===== src/core/piiw_cfg.svh =====
// constants for the interrupt controller and idle wake logic
`ifndef PIIW_CFG_SVH
`define PIIW_CFG_SVH

// special-function byte addresses
`define PIIW_ADDR_SYSCTL2 8'h39
`define PIIW_ADDR_ENABLE_LO 8'h3A
`define PIIW_ADDR_ENABLE_HI 8'h3B
`define PIIW_ADDR_PENDING_LO 8'h3C
`define PIIW_ADDR_PENDING_HI 8'h3D

// field positions
`define PIIW_HALT_BIT 4
`define PIIW_MASTER_BIT 0
`define PIIW_IDX_SOFT_TRAP 4'h1
`define PIIW_IDX_WATCHDOG 4'h2
`define PIIW_IDX_EXT_ZERO 4'h3

// reset values and fixed masks
`define PIIW_PENDING_RST 16'h0000
`define PIIW_ENABLE_RST 16'h0000
`define PIIW_PENDING_MASK 16'hFFFC
`define PIIW_ENABLE_MASK 16'hFFF1
`define PIIW_SYSCTL2_RD_ONES 8'h0F

// vector table top and spacing
`define PIIW_VECTOR_TOP 16'hFFFE
`define PIIW_VECTOR_STEP 16'h0002

// timing
`define PIIW_ACCEPT_MCYC 4'h8
`define PIIW_MCYC_CLKS 4

`endif


===== src/core/piiw_pkg.sv =====
// types shared by the interrupt controller files
package piiw_pkg;

    typedef enum logic [5:0] {
        PIIW_RUN_SINGLE  = 6'h01,
        PIIW_RUN_DUAL    = 6'h02,
        PIIW_RUN_LOW     = 6'h04,
        PIIW_HALT_SINGLE = 6'h08,
        PIIW_HALT_DUAL   = 6'h10,
        PIIW_SLEEP_LOW   = 6'h20
    } piiw_power_t;

    typedef enum logic [1:0] {
        PIIW_ACC_IDLE = 2'h1,
        PIIW_ACC_SEQ  = 2'h2
    } piiw_acc_t;

endpackage


===== src/core/piiw_arb_if.sv =====
// carrier between the controller and its priority arbiter
`timescale 1ns/1ps
interface piiw_arb_if;
    logic [15:0] pending;
    logic [15:0] enables;
    logic ext_zero_en;
    logic soft_trap;
    logic nmi_busy;
    logic win_valid;
    logic [3:0] win_idx;
    logic [15:0] win_vector;
    logic wake;

    modport ctrl (output pending, output enables, output ext_zero_en, output soft_trap,
                  output nmi_busy, input win_valid, input win_idx, input win_vector, input wake);
    modport arb (input pending, input enables, input ext_zero_en, input soft_trap,
                 input nmi_busy, output win_valid, output win_idx, output win_vector, output wake);
endinterface


===== src/core/piiw_arbiter.sv =====
// fixed priority arbiter, vector lookup and idle wake detect
`timescale 1ns/1ps
`include "piiw_cfg.svh"
module piiw_arbiter (
    piiw_arb_if.arb arb
);
    function automatic logic [15:0] vec_of(input logic [3:0] idx);
        vec_of = `PIIW_VECTOR_TOP - (16'(idx) * `PIIW_VECTOR_STEP);
    endfunction

    wire master_enable = arb.enables[`PIIW_MASTER_BIT];
    wire [15:0] masked_ok;
    wire [15:0] wake_ok;
    logic [15:0] req;
    logic [3:0] idx;
    logic found;

    // maskable needs master and own flag; ext zero uses its own enable
    assign masked_ok = arb.pending & arb.enables & {16{master_enable}};
    assign wake_ok = arb.pending & arb.enables;

    always_comb begin
        req = masked_ok & `PIIW_PENDING_MASK;
        req[`PIIW_IDX_EXT_ZERO] = arb.pending[`PIIW_IDX_EXT_ZERO] & master_enable & arb.ext_zero_en;
        // pseudo non-maskable ignore enables but wait for running one
        req[`PIIW_IDX_SOFT_TRAP] = arb.soft_trap & ~arb.nmi_busy;
        req[`PIIW_IDX_WATCHDOG] = arb.pending[`PIIW_IDX_WATCHDOG] & ~arb.nmi_busy;
        req[0] = 1'b0;
        idx = 4'h0;
        found = 1'b0;
        // lowest index wins
        for (int i = 15; i >= 1; i--) begin
            if (req[i]) begin
                idx = 4'(i);
                found = 1'b1;
            end
        end
    end

    assign arb.win_valid = found;
    assign arb.win_idx = idx;
    // one vector word per source
    assign arb.win_vector = vec_of(idx);
    // enabled source or ext zero ends halt
    assign arb.wake = |(wake_ok & 16'hFFF0) | arb.pending[`PIIW_IDX_EXT_ZERO];
endmodule


===== src/core/piiw_ctrl.sv =====
// interrupt controller top with pending latches, enables, acceptance and idle wake
//
// Summary of operation
// - fifteen sources at indices one to fifteen, each latched except the software trap
// - software trap and watchdog are pseudo non-maskable, the rest maskable
// - latch sets on request, hardware clears it right after acceptance
// - reset forces every pending latch to zero
// - software writes can only clear latches, bit by bit, never set
// - pending latches sit at two bytes and are readable
// - enable word sits at two bytes, readable and writable, bits one to three fixed at zero
// - maskable accepted only with master enable and own enable both set
// - pseudo non-maskable accepted regardless of enables
// - a pseudo non-maskable request waits while another one is in service
// - several pending requests resolve to the highest priority first
// - fixed priority 0 to 15 from reset down to external five
// - each source has its own vector word, two bytes apart, descending
// - halt bit stops cpu and watchdog, peripherals keep running
// - halt with master off ends on enabled source, resumes without service
// - halt with master on ends on enabled source and starts service
// - ending a halt returns to the run mode it came from
// - reset during halt ends it at once with full reset
// - watchdog request just before halt write wins, halt not entered
// - master enable is bit zero of low enable byte, reset to zero
// - maskable acceptance clears master enable, maskable return sets it
// - acceptance takes eight machine cycles after the current instruction
// - ext zero latch is not set by edges while its enable is zero
`timescale 1ns/1ps
`include "piiw_cfg.svh"
module piiw_ctrl #(
    parameter int MCYC_CLKS = `PIIW_MCYC_CLKS
) (
    input wire logic sys_clk_in,
    input wire logic srst_in,
    input wire logic [7:0] sfr_addr_in,
    input wire logic sfr_wr_in,
    input wire logic sfr_rd_in,
    input wire logic [7:0] sfr_wdata_in,
    output logic [7:0] sfr_rdata_out,
    input wire logic [15:0] src_req_in,
    input wire logic ext_zero_pin_in,
    input wire logic ext_zero_enable_in,
    input wire logic soft_trap_in,
    input wire logic core_sample_in,
    input wire logic maskable_return_in,
    input wire logic nmi_return_in,
    input wire logic low_clock_in,
    input wire logic dual_clock_in,
    output logic int_pending_out,
    output logic accept_busy_out,
    output logic vector_valid_out,
    output logic [15:0] vector_addr_out,
    output logic [3:0] accepted_src_out,
    output logic cpu_halt_out,
    output logic wdt_halt_out,
    output logic wake_resume_out,
    output piiw_pkg::piiw_power_t power_mode_out
);
    piiw_arb_if arb_bus ();

    logic [15:0] pending_q, pending_d;
    logic [15:0] enable_q, enable_d;
    logic nmi_busy_q;
    logic nmi_imf_q;
    logic halt_q;
    logic [2:0] pin_sync_q;
    piiw_pkg::piiw_acc_t acc_q;
    logic [3:0] mcyc_cnt_q;
    logic [3:0] div_cnt_q;
    logic [3:0] win_idx_q;
    logic win_nmi_q;
    logic [15:0] win_vec_q;
    piiw_pkg::piiw_power_t mode_q;
    logic [7:0] rdata_q;
    logic int_pend_q, busy_q, vvalid_q, wake_res_q;
    logic [15:0] vaddr_q;
    logic [3:0] asrc_q;

    piiw_arbiter u_arb (
        .arb(arb_bus)
    );

    assign arb_bus.pending = pending_q;
    assign arb_bus.enables = enable_q;
    assign arb_bus.ext_zero_en = ext_zero_enable_in;
    assign arb_bus.soft_trap = soft_trap_in;
    assign arb_bus.nmi_busy = nmi_busy_q;

    // bus decode
    wire wr_pend_lo = sfr_wr_in & (sfr_addr_in == `PIIW_ADDR_PENDING_LO);
    wire wr_pend_hi = sfr_wr_in & (sfr_addr_in == `PIIW_ADDR_PENDING_HI);
    wire wr_en_lo = sfr_wr_in & (sfr_addr_in == `PIIW_ADDR_ENABLE_LO);
    wire wr_en_hi = sfr_wr_in & (sfr_addr_in == `PIIW_ADDR_ENABLE_HI);
    wire wr_sys2 = sfr_wr_in & (sfr_addr_in == `PIIW_ADDR_SYSCTL2);
    wire halt_wr = wr_sys2 & sfr_wdata_in[`PIIW_HALT_BIT];

    // falling edge of the synchronised ext zero pin
    wire ext_zero_fall = pin_sync_q[2] & ~pin_sync_q[1];

    // machine cycle enable from a divider
    wire mcyc_en = (div_cnt_q == 4'(MCYC_CLKS - 1));

    // take the winner at the instruction's last cycle, not while halted
    wire accept_now = (acc_q == piiw_pkg::PIIW_ACC_IDLE) & core_sample_in & arb_bus.win_valid & ~halt_q;
    wire win_is_nmi = (arb_bus.win_idx == `PIIW_IDX_SOFT_TRAP) | (arb_bus.win_idx == `PIIW_IDX_WATCHDOG);
    wire seq_done = (acc_q == piiw_pkg::PIIW_ACC_SEQ) & mcyc_en & (mcyc_cnt_q == `PIIW_ACCEPT_MCYC - 4'h1);

    // halt entry is refused when the watchdog latch is already up
    wire halt_enter = halt_wr & ~halt_q & ~pending_q[`PIIW_IDX_WATCHDOG] & ~src_req_in[`PIIW_IDX_WATCHDOG];
    wire halt_exit = halt_q & arb_bus.wake;

    // set sources for the pending latches
    logic [15:0] set_vec;
    logic [15:0] wr_keep;
    logic [15:0] acc_clr;
    always_comb begin
        set_vec = src_req_in & `PIIW_PENDING_MASK;
        // ext zero edges only count while its enable is on
        set_vec[`PIIW_IDX_EXT_ZERO] = ext_zero_fall & ext_zero_enable_in;
        // writes of zero clear, ones keep, never set
        wr_keep = 16'hFFFF;
        if (wr_pend_lo) begin
            wr_keep[7:0] = sfr_wdata_in;
        end
        if (wr_pend_hi) begin
            wr_keep[15:8] = sfr_wdata_in;
        end
        acc_clr = 16'hFFFF;
        if (accept_now) begin
            acc_clr[arb_bus.win_idx] = 1'b0;
        end
    end

    // set wins over any clear in the same cycle
    assign pending_d = ((pending_q & wr_keep & acc_clr) | set_vec) & `PIIW_PENDING_MASK;

    // enable word with master flag handling
    logic master_d;
    always_comb begin
        enable_d = enable_q;
        if (wr_en_lo) begin
            enable_d[7:0] = sfr_wdata_in;
        end
        if (wr_en_hi) begin
            enable_d[15:8] = sfr_wdata_in;
        end
        master_d = enable_d[`PIIW_MASTER_BIT];
        if (maskable_return_in) begin
            master_d = 1'b1;
        end
        if (nmi_return_in & nmi_imf_q) begin
            master_d = 1'b1;
        end
        if (accept_now) begin
            master_d = 1'b0;
        end
        enable_d[`PIIW_MASTER_BIT] = master_d;
        enable_d = enable_d & `PIIW_ENABLE_MASK;
    end

    // read data mux
    logic [7:0] rdata_d;
    always_comb begin
        unique case (sfr_addr_in)
            `PIIW_ADDR_PENDING_LO: rdata_d = pending_q[7:0];
            `PIIW_ADDR_PENDING_HI: rdata_d = pending_q[15:8];
            `PIIW_ADDR_ENABLE_LO: rdata_d = enable_q[7:0];
            `PIIW_ADDR_ENABLE_HI: rdata_d = enable_q[15:8];
            `PIIW_ADDR_SYSCTL2: rdata_d = {3'h0, halt_q, 4'h0} | `PIIW_SYSCTL2_RD_ONES;
            default: rdata_d = 8'h00;
        endcase
    end

    // run mode the halt returns to
    wire [5:0] run_mode = low_clock_in ? piiw_pkg::PIIW_RUN_LOW :
                          (dual_clock_in ? piiw_pkg::PIIW_RUN_DUAL : piiw_pkg::PIIW_RUN_SINGLE);
    piiw_pkg::piiw_power_t mode_d;
    always_comb begin
        mode_d = piiw_pkg::piiw_power_t'(run_mode);
        if (halt_enter) begin
            unique case (piiw_pkg::piiw_power_t'(run_mode))
                piiw_pkg::PIIW_RUN_LOW: mode_d = piiw_pkg::PIIW_SLEEP_LOW;
                piiw_pkg::PIIW_RUN_DUAL: mode_d = piiw_pkg::PIIW_HALT_DUAL;
                default: mode_d = piiw_pkg::PIIW_HALT_SINGLE;
            endcase
        end else if (halt_q & ~halt_exit) begin
            mode_d = mode_q;
        end else if (halt_exit) begin
            // return to the run mode the halt was entered from
            unique case (mode_q)
                piiw_pkg::PIIW_SLEEP_LOW: mode_d = piiw_pkg::PIIW_RUN_LOW;
                piiw_pkg::PIIW_HALT_DUAL: mode_d = piiw_pkg::PIIW_RUN_DUAL;
                default: mode_d = piiw_pkg::PIIW_RUN_SINGLE;
            endcase
        end
    end

    // latches and enables, reset forces zero
    always_ff @(posedge sys_clk_in) begin
        if (srst_in) begin
            pending_q <= `PIIW_PENDING_RST;
            enable_q <= `PIIW_ENABLE_RST;
            pin_sync_q <= 3'h7;
        end else begin
            pending_q <= pending_d;
            enable_q <= enable_d;
            pin_sync_q <= {pin_sync_q[1:0], ext_zero_pin_in};
        end
    end

    // acceptance sequence of eight machine cycles
    always_ff @(posedge sys_clk_in) begin
        if (srst_in) begin
            acc_q <= piiw_pkg::PIIW_ACC_IDLE;
            mcyc_cnt_q <= 4'h0;
            div_cnt_q <= 4'h0;
            win_idx_q <= 4'h0;
            win_vec_q <= 16'h0000;
            win_nmi_q <= 1'b0;
        end else begin
            div_cnt_q <= mcyc_en ? 4'h0 : div_cnt_q + 4'h1;
            unique case (acc_q)
                piiw_pkg::PIIW_ACC_IDLE: begin
                    if (accept_now) begin
                        acc_q <= piiw_pkg::PIIW_ACC_SEQ;
                        mcyc_cnt_q <= 4'h0;
                        win_idx_q <= arb_bus.win_idx;
                        win_vec_q <= arb_bus.win_vector;
                        win_nmi_q <= win_is_nmi;
                    end
                end
                piiw_pkg::PIIW_ACC_SEQ: begin
                    if (seq_done) begin
                        acc_q <= piiw_pkg::PIIW_ACC_IDLE;
                    end else if (mcyc_en) begin
                        mcyc_cnt_q <= mcyc_cnt_q + 4'h1;
                    end
                end
            endcase
        end
    end

    // pseudo non-maskable service tracking
    always_ff @(posedge sys_clk_in) begin
        if (srst_in) begin
            nmi_busy_q <= 1'b0;
            nmi_imf_q <= 1'b0;
        end else if (accept_now & win_is_nmi) begin
            nmi_busy_q <= 1'b1;
            nmi_imf_q <= enable_q[`PIIW_MASTER_BIT];
        end else if (nmi_return_in) begin
            nmi_busy_q <= 1'b0;
        end
    end

    // halt entry and exit
    always_ff @(posedge sys_clk_in) begin
        if (srst_in) begin
            halt_q <= 1'b0;
            mode_q <= piiw_pkg::PIIW_RUN_SINGLE;
            wake_res_q <= 1'b0;
        end else begin
            mode_q <= mode_d;
            wake_res_q <= halt_exit & ~enable_q[`PIIW_MASTER_BIT];
            if (halt_enter) begin
                halt_q <= 1'b1;
            end else if (halt_exit) begin
                halt_q <= 1'b0;
            end
        end
    end

    // registered outputs toward the core
    always_ff @(posedge sys_clk_in) begin
        if (srst_in) begin
            rdata_q <= 8'h00;
            int_pend_q <= 1'b0;
            busy_q <= 1'b0;
            vvalid_q <= 1'b0;
            vaddr_q <= 16'h0000;
            asrc_q <= 4'h0;
        end else begin
            rdata_q <= sfr_rd_in ? rdata_d : 8'h00;
            int_pend_q <= arb_bus.win_valid;
            busy_q <= (acc_q == piiw_pkg::PIIW_ACC_SEQ) & ~seq_done;
            vvalid_q <= seq_done;
            if (seq_done) begin
                vaddr_q <= win_vec_q;
                asrc_q <= win_idx_q;
            end
        end
    end

    assign sfr_rdata_out = rdata_q;
    assign int_pending_out = int_pend_q;
    assign accept_busy_out = busy_q;
    assign vector_valid_out = vvalid_q;
    assign vector_addr_out = vaddr_q;
    assign accepted_src_out = asrc_q;
    assign cpu_halt_out = halt_q;
    assign wdt_halt_out = halt_q;
    assign wake_resume_out = wake_res_q;
    assign power_mode_out = mode_q;
endmodule


===== config.mk =====
export PLATFORM = sky130hd
export DESIGN_NAME = piiw_ctrl
export DESIGN_NICKNAME = d
export VERILOG_FILES = /design/src/core/piiw_pkg.sv /design/src/core/piiw_arb_if.sv /design/src/core/piiw_arbiter.sv /design/src/core/piiw_ctrl.sv
export VERILOG_INCLUDE_DIRS = /design/src /design/src/core
export SDC_FILE = /design/constraint.sdc
export NUM_CORES = 1
export LEC_CHECK = 0
export ABC_AREA = 1
export BUFFER_PORTS_ARGS = -buffer_cell sky130_fd_sc_hd__buf_2
export CAP_MARGIN = 5
export CORE_MARGIN = 4
export CORE_UTILIZATION = 58
export DETAILED_ROUTE_END_ITERATION = 8
export GPL_ROUTABILITY_DRIVEN = 0
export GPL_TIMING_DRIVEN = 0
export PLACE_DENSITY = 0.85
export SETUP_SLACK_MARGIN = 0.05
export SLEW_MARGIN = 20
export SYNTH_ARGS = -nofsm -noshare
export SYNTH_HDL_FRONTEND = slang
export SYNTH_SLANG_ARGS = --single-unit

===== constraint.sdc =====
create_clock -name sys_clk_in -period 4.96 [get_ports sys_clk_in]
set_input_delay 0.992 -clock sys_clk_in [delete_from_list [all_inputs] [get_ports sys_clk_in]]
set_output_delay 0.992 -clock sys_clk_in [all_outputs]
set_load 0.05 [all_outputs]

==> results.sh <==
export IMPL_cp_top_family="simple AND/OR/NAND/NOR gates"
export IMPL_worstHoldPathType="register to register"
export IMPL_ys_seq_elements=79
export IMPL_finalSetupViolCount=0
export IMPL_cp_start_kind="primary input"
export IMPL_cp_cell_sequence="buf_2 -> inv_1 -> nor2_1 -> nor2_1 -> nand2_2 -> a21oi_4 -> nor2_8 -> nand2_2 -> nor2_2 -> nand3_1 -> a21oi_1 -> nor2_1"
export IMPL_cts_sinks=79
export IMPL_syn_nets=539
export IMPL_synth_ff_type="dfxtp_1"
export IMPL_synth_cells=493
export IMPL_synth_area_per_cell_um2=7.50
export IMPL_whs_ps=425
export IMPL_synth_edf_count=0
export IMPL_layout_setup_ws_ps=2580
export IMPL_peakVddDrop_uv=260
export IMPL_worstHoldStart="pin_sync_q[0]$_SDFF_PP1_"
export IMPL_cp_end_kind="register"
export IMPL_slowest_delay_ps=330
export IMPL_finalMaxSlewViolations=0
export IMPL_layout_commonest_cell="nand2_1"
export IMPL_timing_rr_start="arb_bus.pending[2]$_SDFF_PP0_"
export IMPL_coreArea_mm2=0.00606
export IMPL_ys_types=46
export IMPL_critical_path_max_fanout=10
export IMPL_hpwl_mm=7.33
export IMPL_rows=28
export IMPL_postPlaceCellArea_mm2=0.00419
export IMPL_critPathArrivalTime_ps=2610
export IMPL_critPathKind="primary input to register"
export IMPL_htreeDepth=3
export IMPL_start_util_pct=61.0
export IMPL_fmax_mhz=419
export IMPL_hold_path_depth=1
export IMPL_first_pass_iters=6
export IMPL_dr_wl_met2_mm=4.66
export IMPL_syn_to_final_growth_pct=18.9
export IMPL_cts_root_buffer="clkbuf_8"
export IMPL_wl_met3_um=842
export IMPL_max_slew_margin_pct=35.7
export IMPL_ys_warn_count=0
export IMPL_viasPerCell=5.49
export IMPL_syn_area_mm2=0.00370
export IMPL_rsz0062_at_grt="false"
export IMPL_ios=84
export IMPL_cp_slowest_cell="nor2_1"
export IMPL_drive_above_1_share_pct=26.9
export IMPL_diodes=0
export IMPL_clk_pin_slew_worst_paths_ps=90
export IMPL_p_leak_nw=2.02
export IMPL_post_route_cell_area_mm2=0.00440
export IMPL_worst_pin_slew_ps=955
export IMPL_top_layer="met4"
export IMPL_fin_nets=629
export IMPL_fin_skew_ps=12.7
export IMPL_grt_first_pass_wirelength_mm=15.2
export IMPL_status="completed"
export IMPL_hold_buffers=0
export IMPL_synth_async_sr_flop_share_pct=0
export IMPL_antenna_found_initial=0
export IMPL_preCtsSetupSlack_ps=2280
export IMPL_stdcell_count=663
export IMPL_r2r_setup_slack_ps=2940
export IMPL_setup_tns_ps=0
export IMPL_hold_viol=0
export IMPL_cap_violations=0
export IMPL_whs_endpoint="pin_sync_q[1]$_SDFF_PP1_"
export IMPL_grt_overflow=0
export IMPL_r2r_cells=12
export IMPL_rr_endpoint="arb_bus.pending[13]$_SDFF_PP0_"
export IMPL_insertion_delay_ps=360
export IMPL_drtIter0Drc=288
export IMPL_grt_pass1_vias=3386
export IMPL_die_area_mm2=0.00772
export IMPL_route_detailed_drc=0
export IMPL_crit_buf_inv=2
export IMPL_post_route_min_period_ps=2380
export IMPL_grt_max_degree=17
export IMPL_grt_util_all_layers_pct=25.5
export IMPL_crit_path_frequent_cell="nor2_1"
export IMPL_pwr_density_cell_mw_per_mm2=307
export IMPL_clockBufferDepth=2
export IMPL_die_x_um=87.9
export IMPL_crit_required_ps=5190
export IMPL_final_cell_mix="95 x nand2_1, 80 x buf_2, 79 x dfxtp_1"
export IMPL_wl_mm=9.56
export IMPL_vias=3638
export IMPL_cts_buffers=9
export IMPL_cts_resized_gates=0
export IMPL_post_route_util_pct=72.6
export IMPL_placedCellCount=647
export IMPL_cts_setup_buffers=0
export IMPL_fin_crit_sh_pct=48.1
export IMPL_ys_seq_area_share_pct=42.8
export IMPL_cts_tree="built"
export IMPL_met1_length_mm=3.77
export IMPL_power_mw=1.35
export IMPL_wl_per_cell_um=14.4
export IMPL_drtAntennaViolNets=0
export IMPL_die_h_um=87.9
export IMPL_io_buffers=79
==> state kept, by name (all words and copies together), names as in the netlist, 2 cells and up <==
| name | flops |
|---|---|
| win_vec_q | 5 |
| accepted_src_out | 4 |
| sfr_rdata_out | 8 |
| power_mode_out | 6 |
| acc_q | 2 |
| pin_sync_q | 3 |
| div_cnt_q | 4 |
| arb_bus.enables | 13 |
| win_idx_q | 4 |
| arb_bus.pending | 14 |
| mcyc_cnt_q | 4 |
| vector_addr_out | 5 |
==> Yosys cell counts (all sizes together), types with 2 or more instances <==
cell	number	share of area (%)
nand2	101	11
dfxtp	79	43
inv	70	7.4
nor2	62	7.8
a21oi	48	7.1
nand3	28	3.8
o21ai	25	3.4
buf	14	2.9
nor4	7	2.3
clkbuf	6	0.61
o211ai	6	1.6
o21a	6	1.2
o22ai	6	1.0
nor3	5	0.68
or2	5	0.85
a221oi	4	0.95
a22o	3	0.71
nor3b	3	0.74
a22oi	2	0.41
a31oi	2	0.34
ha	2	0.68
nand4	2	0.34
==> routing by layer <==
layer  vias to the layer above  GRT usage, %
met5                         -             0
li1                       1775             -
met2                       167          43.4
met4                         0          12.6
met1                      1664          31.0
met3                        32          4.61
==> power by group <==
part | internal [mW] | switching [mW]
sequential | 0.663 | 0.0190
clock | 0.244 | 0.258
combinational | 0.0572 | 0.108
==> worst reg2reg max path: stages (launching register included) <==
cell and delay, ps:
dfxtp_1 380, inv_1 80, or2_1 240, nand2_1 90
nor2_1 70, nand2_2 130, a21oi_4 60, nor2_8 200
nand2_2 90, nor2_2 170, nand3_1 160, a21oi_1 170
nor2_1 50
==> cells by family (layout without fill, tap and decap cells) <==
group	count (synthesis)	count (layout)	share of synthesized area [%]
AO/OA/AOI/OAI	106	106	17.9
XOR/XNOR	1	1	0.237
adder cells (fa/ha/maj)	2	2	0.676
buffers and inverters	90	185	10.9
flip-flops	79	79	42.8
other	1	1	0.101
AND/OR/NAND/NOR	214	214	27.5
==> worst max-delay path by stage <==
| stage | end | start | slack (ps) | depth (start not counted) |
|---|---|---|---|---|
| CTS | vector_addr_out[13] | vector_addr_out[14]$_SDFFE_PP0P_ | 2610 | 2 |
| floorplan | arb_bus.pending[11]$_SDFF_PP0_ | sfr_addr_in[7] | 2640 | 12 |
| finish | arb_bus.pending[13]$_SDFF_PP0_ | soft_trap_in | 2580 | 12 |
| detailed placement | arb_bus.pending[5]$_SDFF_PP0_ | soft_trap_in | 2280 | 12 |
| global route | arb_bus.pending[13]$_SDFF_PP0_ | soft_trap_in | 2450 | 12 |
| global placement | arb_bus.pending[11]$_SDFF_PP0_ | sfr_addr_in[7] | 2340 | 13 |
==> area by class of cell <==
type | count | area (um2)
inverters | 70 | 273
plain buffers | 20 | 129
repair buffers | 79 | 395
clock inverters | 7 | 86.3
flip-flops and latches | 79 | 1580
clock buffers | 9 | 124
well taps | 75 | 93.8
multi-input cells | 324 | 1720
fillers | 498 | 1660
Note: power is estimated with default switching activity, not from simulation.
